`src/hdl/lbsr_params.svh`:
```
`ifndef LBSR_PARAMS_SVH
`define LBSR_PARAMS_SVH
// ==========================================
// Register byte offsets
`define LBSR_OFF_CTRL  8'h00
`define LBSR_OFF_DATA  8'h04
`define LBSR_OFF_STAT  8'h08
`define LBSR_OFF_CLR   8'h0C
`define LBSR_OFF_IEN   8'h10
// ==========================================
// Field positions and reset values
`define LBSR_CTRL_W    9
`define LBSR_CTRL_RST  9'h000
`define LBSR_DIV_LSB   9
`define LBSR_DIV_MSB   15
`define LBSR_DIV_RST   7'h40
`define LBSR_EVT_W     6
`define LBSR_EVT_RST   6'h00
`define LBSR_BRK_MIN   5'h0B
`endif

```
`src/hdl/lbsr_pkg.sv`:
```
package lbsr_pkg;
    typedef enum logic [1:0] {
        PAR_NONE, PAR_ZERO, PAR_EVEN, PAR_ODD
    } lbsr_par_e;

    typedef enum {
        ST_IDLE, ST_START, ST_DATA, ST_PAR, ST_STOP, ST_STOP2, ST_BRK
    } lbsr_state_e;

    // Control word, bit 0 first from the bottom
    typedef struct packed {
        logic      input_switch_sel1;
        logic      input_switch_sel0;
        logic      brk;
        logic      stop2;
        logic      msb;
        lbsr_par_e par;
        logic      inv;
        logic      en;
    } lbsr_cfg_s;

    // Status, clear and enable share this layout
    typedef struct packed {
        logic brk_err;
        logic brk_ok;
        logic ovr;
        logic perr;
        logic ferr;
        logic done;
    } lbsr_evt_s;
endpackage

```
`src/hdl/lbsr_rx.sv`:
```
// Implementation choices: the APB slave port and the register addresses.
`timescale 1ns/1ps
`include "lbsr_params.svh"
// How it works
// One transfer-end interrupt per received frame
// Framing, parity, overrun flags plus error interrupt
// Shift bits at baud, byte to data
// Software keeps divider field two or more
// Line polarity selectable, idle high or low
// Parity none, zero unchecked, even, odd
// Stop bit detected raises receive-end interrupt
// Break valid when low eleven bits or more
// Short break is error, wait again
// Software sets enable after wakeup edge
// Software starts capture timer after break
// Software derives bit period from sync field
// Software stops channel before rebaud
// Software handles checksum and reinitialises
// Two switch bits route input to wakeup/capture
// Bit time is two times divider plus two
// Software never loads divider zero or one
// Low count starts at start bit, high restarts
module lbsr_rx
    import lbsr_pkg::*;
(
    input  wire logic        pclk,
    input  wire logic        presetn,
    input  wire logic        psel,
    input  wire logic        penable,
    input  wire logic        pwrite,
    input  wire logic [7:0]  paddr,
    input  wire logic [31:0] pwdata,
    output logic      [31:0] prdata,
    output logic             pready,
    output logic             pslverr,
    input  wire logic        rx_serial_in,
    output logic             wake_edge_irq,
    output logic             capture_in,
    output logic             rx_end_irq,
    output logic             rx_error_irq,
    output logic             irq
);
    // ==========================================
    // Input synchroniser and routing
    logic        sync1_ff, sync2_ff;
    logic        wake_ff, cap_ff;
    lbsr_cfg_s   cfg;
    logic        lvl;

    always_ff @(posedge pclk or negedge presetn) begin
        if (!presetn) begin
            sync1_ff <= 1'b1;
            sync2_ff <= 1'b1;
            wake_ff  <= 1'b1;
            cap_ff   <= 1'b0;
        end else begin
            sync1_ff <= rx_serial_in;
            sync2_ff <= sync1_ff;
            wake_ff  <= cfg.input_switch_sel0 ? sync2_ff : 1'b1;
            cap_ff   <= cfg.input_switch_sel1 ? sync2_ff : 1'b0;
        end
    end
    assign wake_edge_irq = wake_ff;
    assign capture_in    = cap_ff;
    assign lvl           = sync2_ff ^ cfg.inv;

    // ==========================================
    // Register file over APB
    logic [`LBSR_CTRL_W-1:0] ctrl_ff, nxt_ctrl;
    logic [6:0]              div_ff, nxt_div;
    lbsr_evt_s               stat_ff, nxt_stat, ien_ff, nxt_ien, ev;
    logic [31:0]             rdata_ff, nxt_rdata;
    logic [7:0]              data_ff, nxt_data;
    logic                    full_ff, nxt_full;
    logic                    setup, wr, rd, hit;

    assign cfg     = lbsr_cfg_s'(ctrl_ff);
    assign setup   = psel && !penable;
    assign wr      = psel && penable && pwrite;
    assign rd      = psel && penable && !pwrite;
    assign hit     = paddr == `LBSR_OFF_CTRL || paddr == `LBSR_OFF_DATA
                  || paddr == `LBSR_OFF_STAT || paddr == `LBSR_OFF_CLR
                  || paddr == `LBSR_OFF_IEN;
    assign pready  = 1'b1;
    assign pslverr = psel && penable && !hit;
    assign prdata  = rdata_ff;

    always_comb begin
        nxt_ctrl  = ctrl_ff;
        nxt_div   = div_ff;
        nxt_ien   = ien_ff;
        nxt_rdata = rdata_ff;
        nxt_stat  = stat_ff;
        if (wr && paddr == `LBSR_OFF_CTRL)
            nxt_ctrl = pwdata[`LBSR_CTRL_W-1:0];
        // Divider must stay at two or more; no guard here by design
        if (wr && paddr == `LBSR_OFF_DATA)
            nxt_div = pwdata[`LBSR_DIV_MSB:`LBSR_DIV_LSB];
        if (wr && paddr == `LBSR_OFF_IEN)
            nxt_ien = pwdata[`LBSR_EVT_W-1:0];
        if (wr && paddr == `LBSR_OFF_CLR)
            nxt_stat = stat_ff & ~lbsr_evt_s'(pwdata[`LBSR_EVT_W-1:0]);
        // Set after clear so a same-cycle event is never lost
        nxt_stat = nxt_stat | ev;
        if (setup) begin
            unique case (paddr)
                `LBSR_OFF_CTRL: nxt_rdata = {23'h000000, ctrl_ff};
                `LBSR_OFF_DATA: nxt_rdata = {16'h0000, div_ff, 1'b0, data_ff};
                `LBSR_OFF_STAT: nxt_rdata = {26'h0000000, stat_ff};
                `LBSR_OFF_IEN:  nxt_rdata = {26'h0000000, ien_ff};
                default:        nxt_rdata = 32'h00000000;
            endcase
        end
    end

    always_ff @(posedge pclk or negedge presetn) begin
        if (!presetn) begin
            ctrl_ff  <= `LBSR_CTRL_RST;
            div_ff   <= `LBSR_DIV_RST;
            ien_ff   <= `LBSR_EVT_RST;
            stat_ff  <= `LBSR_EVT_RST;
            rdata_ff <= 32'h00000000;
        end else begin
            ctrl_ff  <= nxt_ctrl;
            div_ff   <= nxt_div;
            ien_ff   <= nxt_ien;
            stat_ff  <= nxt_stat;
            rdata_ff <= nxt_rdata;
        end
    end

    assign rx_end_irq   = stat_ff.done && ien_ff.done;
    assign rx_error_irq = |(stat_ff[5:1] & ien_ff[5:1]);
    assign irq          = rx_end_irq || rx_error_irq;

    // ==========================================
    // Receive state machine
    lbsr_state_e state_ff, nxt_state;
    logic [7:0]  tmr_ff, nxt_tmr, full_bit;
    logic [2:0]  bitn_ff, nxt_bitn;
    logic [7:0]  sh_ff, nxt_sh;
    logic        pbit_ff, nxt_pbit;
    logic [4:0]  low_ff, nxt_low;
    logic        tick, judge;

    assign tick     = tmr_ff == 8'h00;
    assign full_bit = {div_ff, 1'b1};
    assign judge    = tick && lvl && (state_ff == ST_BRK
                    || (state_ff == ST_STOP && cfg.brk));

    always_comb begin
        nxt_state = state_ff;
        nxt_tmr   = tick ? full_bit : tmr_ff - 8'h01;
        nxt_bitn  = bitn_ff;
        nxt_sh    = sh_ff;
        nxt_pbit  = pbit_ff;
        nxt_low   = low_ff;
        nxt_data  = data_ff;
        nxt_full  = full_ff;
        ev        = '0;
        if (rd && paddr == `LBSR_OFF_DATA)
            nxt_full = 1'b0;
        // Low-run counter covers every bit sample of a character
        if (tick && state_ff != ST_IDLE) begin
            if (lvl)
                nxt_low = 5'h00;
            else if (low_ff != 5'h1F)
                nxt_low = low_ff + 5'h01;
        end
        unique case (state_ff)
            ST_IDLE: begin
                nxt_low = 5'h00;
                if (!lvl) begin
                    nxt_state = ST_START;
                    nxt_tmr   = {1'b0, div_ff};
                end
            end
            ST_START: if (tick) begin
                // Glitch shorter than half a bit is dropped
                nxt_state = lvl ? ST_IDLE : ST_DATA;
                nxt_bitn  = 3'h0;
            end
            ST_DATA: if (tick) begin
                nxt_sh   = cfg.msb ? {sh_ff[6:0], lvl} : {lvl, sh_ff[7:1]};
                nxt_bitn = bitn_ff + 3'h1;
                if (bitn_ff == 3'h7)
                    nxt_state = cfg.par == PAR_NONE ? ST_STOP : ST_PAR;
            end
            ST_PAR: if (tick) begin
                nxt_pbit  = lvl;
                nxt_state = ST_STOP;
            end
            ST_STOP: if (tick) begin
                ev.done = 1'b1;
                if (full_ff) begin
                    ev.ovr = 1'b1;
                end else begin
                    nxt_data = sh_ff;
                    nxt_full = 1'b1;
                end
                if (cfg.brk) begin
                    nxt_state = lvl ? ST_IDLE : ST_BRK;
                end else begin
                    ev.ferr   = !lvl;
                    ev.perr   = (cfg.par == PAR_EVEN && (^{sh_ff, pbit_ff}))
                             || (cfg.par == PAR_ODD && !(^{sh_ff, pbit_ff}));
                    nxt_state = cfg.stop2 ? ST_STOP2 : ST_IDLE;
                end
            end
            ST_STOP2: if (tick) begin
                ev.ferr   = !lvl;
                nxt_state = ST_IDLE;
            end
            ST_BRK: if (tick && lvl)
                nxt_state = ST_IDLE;
        endcase
        if (judge) begin
            ev.brk_ok  = low_ff >= `LBSR_BRK_MIN;
            ev.brk_err = low_ff < `LBSR_BRK_MIN;
        end
        if (!cfg.en)
            nxt_state = ST_IDLE;
        if (rd && paddr == `LBSR_OFF_DATA && ev.done && !full_ff)
            nxt_full = 1'b1;
    end

    always_ff @(posedge pclk or negedge presetn) begin
        if (!presetn) begin
            state_ff <= ST_IDLE;
            tmr_ff   <= 8'h00;
            bitn_ff  <= 3'h0;
            sh_ff    <= 8'h00;
            pbit_ff  <= 1'b0;
            low_ff   <= 5'h00;
            data_ff  <= 8'h00;
            full_ff  <= 1'b0;
        end else begin
            state_ff <= nxt_state;
            tmr_ff   <= nxt_tmr;
            bitn_ff  <= nxt_bitn;
            sh_ff    <= nxt_sh;
            pbit_ff  <= nxt_pbit;
            low_ff   <= nxt_low;
            data_ff  <= nxt_data;
            full_ff  <= nxt_full;
        end
    end
endmodule

```
`config.mk`:
```
export PLATFORM = sky130hd
export DESIGN_NAME = lbsr_rx
export DESIGN_NICKNAME = d
export VERILOG_FILES = /design/src/hdl/lbsr_pkg.sv /design/src/hdl/lbsr_rx.sv
export VERILOG_INCLUDE_DIRS = /design/src /design/src/hdl
export SDC_FILE = /design/constraint.sdc
export NUM_CORES = 1
export LEC_CHECK = 0
export ABC_AREA = 1
export ABC_CLOCK_PERIOD_IN_PS = 1800
export BUFFER_PORTS_ARGS = -buffer_cell sky130_fd_sc_hd__buf_4
export CORE_MARGIN = 2
export CORE_UTILIZATION = 56
export DETAILED_ROUTE_END_ITERATION = 16
export PLACE_DENSITY = 0.9
export SETUP_SLACK_MARGIN = 0.05
export SYNTH_ARGS = -nofsm -noshare
export SYNTH_HDL_FRONTEND = slang
export SYNTH_SLANG_ARGS = --single-unit
export TNS_END_PERCENT = 1
```
`constraint.sdc`:
```
create_clock -name pclk -period 1.8 [get_ports pclk]
set_input_delay 0.09 -clock pclk [delete_from_list [all_inputs] [get_ports pclk]]
set_output_delay 0.09 -clock pclk [all_outputs]
set_load 0.005 [all_outputs]
```
# Yosys cells after proc, flatten, opt, wreduce, memory -nomap -nowiden

Cells that the tools add are included.

Input port bits: 46
Register bits: 130
Memory bits (read-only): 0
RAM bits: 0
Output and inout port bits: 39
Bits in latches: 0
Memories kept: 0

Divide/modulo/power cells: 0
$mul: 0
Multiplexer cells: 43
Shifts and indexed selects: 0
Bitwise operators: 6
Add/sub/neg operators: 3
Magnitude comparators: 2
Reduce and logical (&&, ||, !) cells: 48
Eq/ne operators: 26

Operators by type and width:

| kind                                             | count |
|---|---|
| 2-to-1 mux 32 bit                                | 9 |
| case mux 32 bit (7 select lines)                 | 1 |
| == test 32 x 3 -> 1 bit, second input constant   | 3 |
| == test 32 x 2 -> 1 bit, second input constant   | 2 |
| == test 32 x 4 -> 1 bit, second input constant   | 2 |
| case mux 16 bit (4 select lines)                 | 1 |
| == test 32 x 1 -> 1 bit, second input constant   | 1 |
| logical NOT 32 bit                               | 1 |
| 2-to-1 mux 8 bit                                 | 4 |
| nonzero test 32 bit                              | 1 |
| inequality test 3 bit, second input constant     | 8 |
| 2-to-1 mux 5 bit                                 | 4 |
| logical AND 1 bit                                | 19 |
| 2-to-1 mux 3 bit                                 | 6 |
| == test 8 x 4 -> 1 bit, second input constant    | 2 |
| logical NOT 8 bit                                | 2 |
| 2-to-1 mux 1 bit                                 | 10 |
| parity 9 bit                                     | 1 |
| == test 8 x 3 -> 1 bit, second input constant    | 1 |
| == test 8 x 5 -> 1 bit, second input constant    | 1 |
| 2-to-1 mux 2 bit                                 | 4 |
| AND reduction 8 bit                              | 1 |
| subtractor 8 x 1 -> 8 bit, second input constant | 1 |
| logical OR 1 bit                                 | 7 |
| 25 further kinds                                 | 36 |

# Longest topological paths before layout

Depth after elaboration: 10
Depth in mapped cells: 9

# Worst setup path before layout

Ideal clock, no wire load.

Path kind: register -> register
From: reg tmr_ff[0]
To: reg bitn_ff[1]
Library setup time: 0.121 ns
Cell stages (with the launch flop): 8
Path buffers: 1
Required time: 1.679 ns
Path slack: 0.370 ns
Arrival time: 1.309 ns
Clock period less this slack: 1.430 ns
Cells stage by stage: dfrtp_1 > inv_1 > ha_1 > nand2_2 > nor2_8 > buf_8 > o21ai_2 > a22o_1

Word-level cells in the longest chain between the ends: 3

RTL lines:

| element                           | RTL line       | text |
|---|---|---|
| from (decl)                       | lbsr_rx.sv:139 | `logic [7:0] tmr_ff, nxt_tmr, full_bit;` |
| from (signal assigned)            | lbsr_rx.sv:239 | `tmr_ff <= nxt_tmr;` |
| logical NOT 8 bit (*)             | lbsr_rx.sv:146 | `assign tick = tmr_ff == 8'h00;` |
| inequality test 2 bit (no line)   | -              |  |
| AND reduction 3 bit (no line) (*) | -              |  |
| to (signal assigned)              | lbsr_rx.sv:240 | `bitn_ff <= nxt_bitn;` |
| to (decl)                         | lbsr_rx.sv:140 | `logic [2:0] bitn_ff, nxt_bitn;` |

Mark *: on every way between the ends. The rest lies on a longest branch, timed or not.
A chain may end at the register's enable or synchronous reset.

# Worst setup path after layout

From: reg tmr_ff[2]
To: reg data_ff[0]

Word-level cells in the longest chain between the ends: 2

RTL lines:

| element                       | RTL line       | text |
|---|---|---|
| logical NOT 8 bit             | lbsr_rx.sv:146 |  |
| AND reduction 3 bit (no line) | -              |  |
| to (signal assigned)          | lbsr_rx.sv:244 | `data_ff <= nxt_data;` |
| to (decl)                     | lbsr_rx.sv:73  | `logic [7:0] data_ff, nxt_data;` |

Every way passes these cells.

==> summary.md <==
| Metric | Value |
|---|---|
| Share of cells above drive strength 1 | `20.3%` |
| Post-synthesis cell type count | `40` |
| Clock power share | `42.0%` |
| Cell Area, Placed | `0.00504 mm2` |
| Num rows | `33` |
| Final ANT Viol Nets | `0` |
| Grt ovf | `0` |
| Area Overhead vs Synth | `16.2%` |
| Comb power frac | `8.2%` |
| Final setup vio count | `0` |
| Share of flip-flops with an asynchronous set or reset | `100%` |
| Synth warn | `0` |
| Detail Placement HPWL | `7.95 mm` |
| Fillcell total | `593` |
| Cell area after layout | `0.00541 mm2` |
| Initial core utilization | `57.2%` |
| ANT cells | `0` |
| Gp weighted congestion | `0.868` |
| Clock transition at the registers of the reported paths | `0.09 ns` |
| Tmin final | `1.68 ns` |
| DIE HEIGHT | `95.2 um` |
| Avg WL per Cell | `15.4 um` |
| Post-synth top flop | `dfrtp_1` |
| GRT busiest layer | `met2` |
| Hold crit path type | `input port to register` |
| FMAX | `597 MHz` |
| Top cells by count, synth | `nand2_1, dfrtp_1, inv_1` |
| Final hold vios | `0` |
| NumNets Final | `684` |
| Synth Area per Inst | `8.19 um2` |
| H-tree Lvls | `3` |
| FF+latch count, synth | `85` |
| M3 GR Usage | `4.74%` |
| Hold slack | `0.000970 ns` |
| CTS root buffer | `clkbuf_8` |
| Die width | `95.2 um` |
| Seq pwr share | `49.8%` |
| Clock latency at the later pin of the worst-skew pair | `0.37 ns` |
| Largest net degree at the start of global routing | `86` |
| Initial antenna violation count | `0` |
| Int Pwr | `2990 uW` |
| Top-count cell post-synth | `nand2_1` |
| CP required | `2.05 ns` |
| Vias per std cell | `5.58` |
| First-pass GRT wire length | `18.4 mm` |
| Slew @ Worst Pin | `0.658 ns` |
| Cell Pwr Density | `730 mW/mm2` |
| Vias in the first global route | `3925` |
| CTS tree | `done` |
| Startpoint types | `register` |
| Ports | `85` |
| Core ar. | `0.00813 mm2` |
| Worst Clk Skew | `0.00647 ns` |
| GRT Overall Usage | `26.3%` |
| Path type of the worst setup path | `register to register` |
| Clk buf depth | `2` |
| Synth top area share | `43.5%` |
| Worst setup EP type | `register` |
| Number of I/O port buffers | `51` |
| Synth area leader | `dfrtp_1` |
| Post-synth EDFFs | `0` |
| Post-Synthesis Cells | `568` |
| Die ar. | `0.00906 mm2` |
| Top post-synthesis cells by area | `dfrtp_1, nand2_1, nand3_1` |
| Met2 global-route usage | `45.0%` |
| M1 GR Usage | `32.3%` |
| CTS sink count | `85` |
| Total Neg Setup Slack | `0 ns` |
| Slew HR | `56.2%` |
| Maximum vdd drop | `452 uV` |
| Unrepaired setup endpoints after global routing | `yes` |
| Register area share after synthesis | `45.8%` |
| Via count | `4140` |
| Slew Viols, Final | `0` |
| Post-route clock period utilization | `93.1%` |
| DR iter-0 viols | `381` |
| Max-Cap Viols | `0` |
| Status | `finished, final reports clean` |
| Sw Ratio | `24.3%` |
| Detailed Routing Iterations Pass 1 | `8` |
| TritonCTS Buffers | `9` |
| Total wire length | `11.4 mm` |
| Sw Pwr | `958 uW` |
| Crit Path Max Fanout | `17` |
| LEAKAGE | `0.00276 uW` |
| Worst Path Arrival | `1.93 ns` |
| Synthesized cell area | `0.00465 mm2` |
| Residual DRC count | `0` |
[power by group through the flow]
stage	Combinational, uW	Sequential (uW)	Clock (uW)
2_1_floorplan	182	1990	0
3_3_place_gp	284	2000	0
3_5_place_dp	295	2000	0
4_1_cts	320	1970	1650
5_1_grt	364	1970	1740
6_report	324	1970	1660
[stage by stage]
step                cells  util, %  power, uW  setup WS [ns]
finish                742     66.5       3950          0.124
global route          742     66.5       4080         0.0373
CTS                   740     66.3       3940          0.149
detailed placement    713     61.9       2300          0.177
global placement      713     61.9       2290          0.242
floorplan             583        -       2180          0.370
[sequential cells by signal, summed over array words and instances, names as in the netlist]
register,cells
bitn_ff,3
full_ff,1
pbit_ff,1
data_ff,8
cfg,9
sh_ff,8
sync1_ff,1
div_ff,7
state_ff,3
capture_in,1
tmr_ff,8
low_ff,5
prdata,16
sync2_ff,1
stat_ff,6
ien_ff,6
wake_edge_irq,1
[cells by family (layout without fill, tap and decap cells)]
| group | after synthesis | count (layout) | share of synthesized area, % |
|---|---|---|---|
| AOI/OAI and AO/OA | 97 | 97 | 13.0 |
| xor gates and xnor gates | 8 | 8 | 1.51 |
| and+or+nand+nor | 275 | 275 | 27.6 |
| adders and majority gates | 6 | 6 | 1.61 |
| other | 2 | 17 | 0.161 |
| buffers and inverters | 95 | 149 | 10.3 |
| DFF | 85 | 85 | 45.8 |
[critical path, cell delays in order, from the launching register on]
cell and delay, ns:
dfrtp_1 0.44, nor2_2 0.21, nand2_2 0.15, nor2_8 0.28, nand3_4 0.25, nand2_1 0.16, o21ai_2 0.07
[timing repair]
item / in CTS / in global routing
setup buffers: 0 / 2
hold buffers: 11 / 0
gates resized for setup: 0 / 1
endpoints found under the hold margin: 91 / 0
endpoints found under the setup margin: 0 / 12
[area by class of cell]
| class | instances | area (um2) | area share (%) |
|---|---|---|---|
| Clock buffer | 9 | 124 | 2.29 |
| Tap cell | 105 | 131 | 2.43 |
| Inverter | 66 | 254 | 4.69 |
| Sequential cell | 85 | 2130 | 39.4 |
| Timing Repair Buffer | 67 | 543 | 10.0 |
| Clock inverter | 7 | 120 | 2.22 |
| Multi-Input combinational cell | 403 | 2110 | 38.9 |
[layer usage]
metal	part of all wire [%]	wire, um
met3	7.6	867
met4	3.0	338
met2	50	5670
met1	40	4550
met5	0	0
[cells in the final DEF, fill, tap and decap left out, types with 4 or more instances in the layout]
master | Yosys | layout
dlygate4sd3_1 | 0 | 11
o21ai_0 | 25 | 25
dfstp_2 | 4 | 4
ha_1 | 6 | 6
nand2_2 | 8 | 7
nor2_1 | 28 | 28
nor2_2 | 4 | 4
nand3_1 | 52 | 52
dfrtp_1 | 81 | 81
o31ai_1 | 4 | 4
xor2_1 | 4 | 4
nand2_1 | 154 | 154
a21oi_1 | 17 | 17
conb_1 | 2 | 17
nand2_4 | 4 | 5
xnor2_1 | 4 | 4
o21ai_2 | 12 | 12
o211ai_1 | 7 | 7
o21ai_1 | 24 | 24
inv_1 | 53 | 53
nand4_1 | 11 | 11
buf_4 | 18 | 55
inv_2 | 11 | 11
clkbuf_8 | 0 | 9
[final timing paths]
| check | startpoint | end | slack, ns | cells past startpoint |
|---|---|---|---|---|
| worst max-delay path | tmr_ff[2]$_DFF_PN0_ | data_ff[0]$_DFFE_PN0P_ | 0.12 | 6 |
| worst min-delay path | pwdata[1] | ien_ff[1]$_DFFE_PN0P_ | 0.001 | 3 |
| worst max register to register | tmr_ff[2]$_DFF_PN0_ | data_ff[0]$_DFFE_PN0P_ | 0.12 | 6 |
| worst min register to register | sync1_ff$_DFF_PN1_ | sync2_ff$_DFF_PN1_ | 0.36 | 0 |
| max in group asynchronous | presetn | sync2_ff$_DFF_PN1_ | 1.12 | 3 |
| min in group asynchronous | presetn | capture_in$_DFF_PN0_ | 0.25 | 3 |
Power figures use the tool's default switching activity.
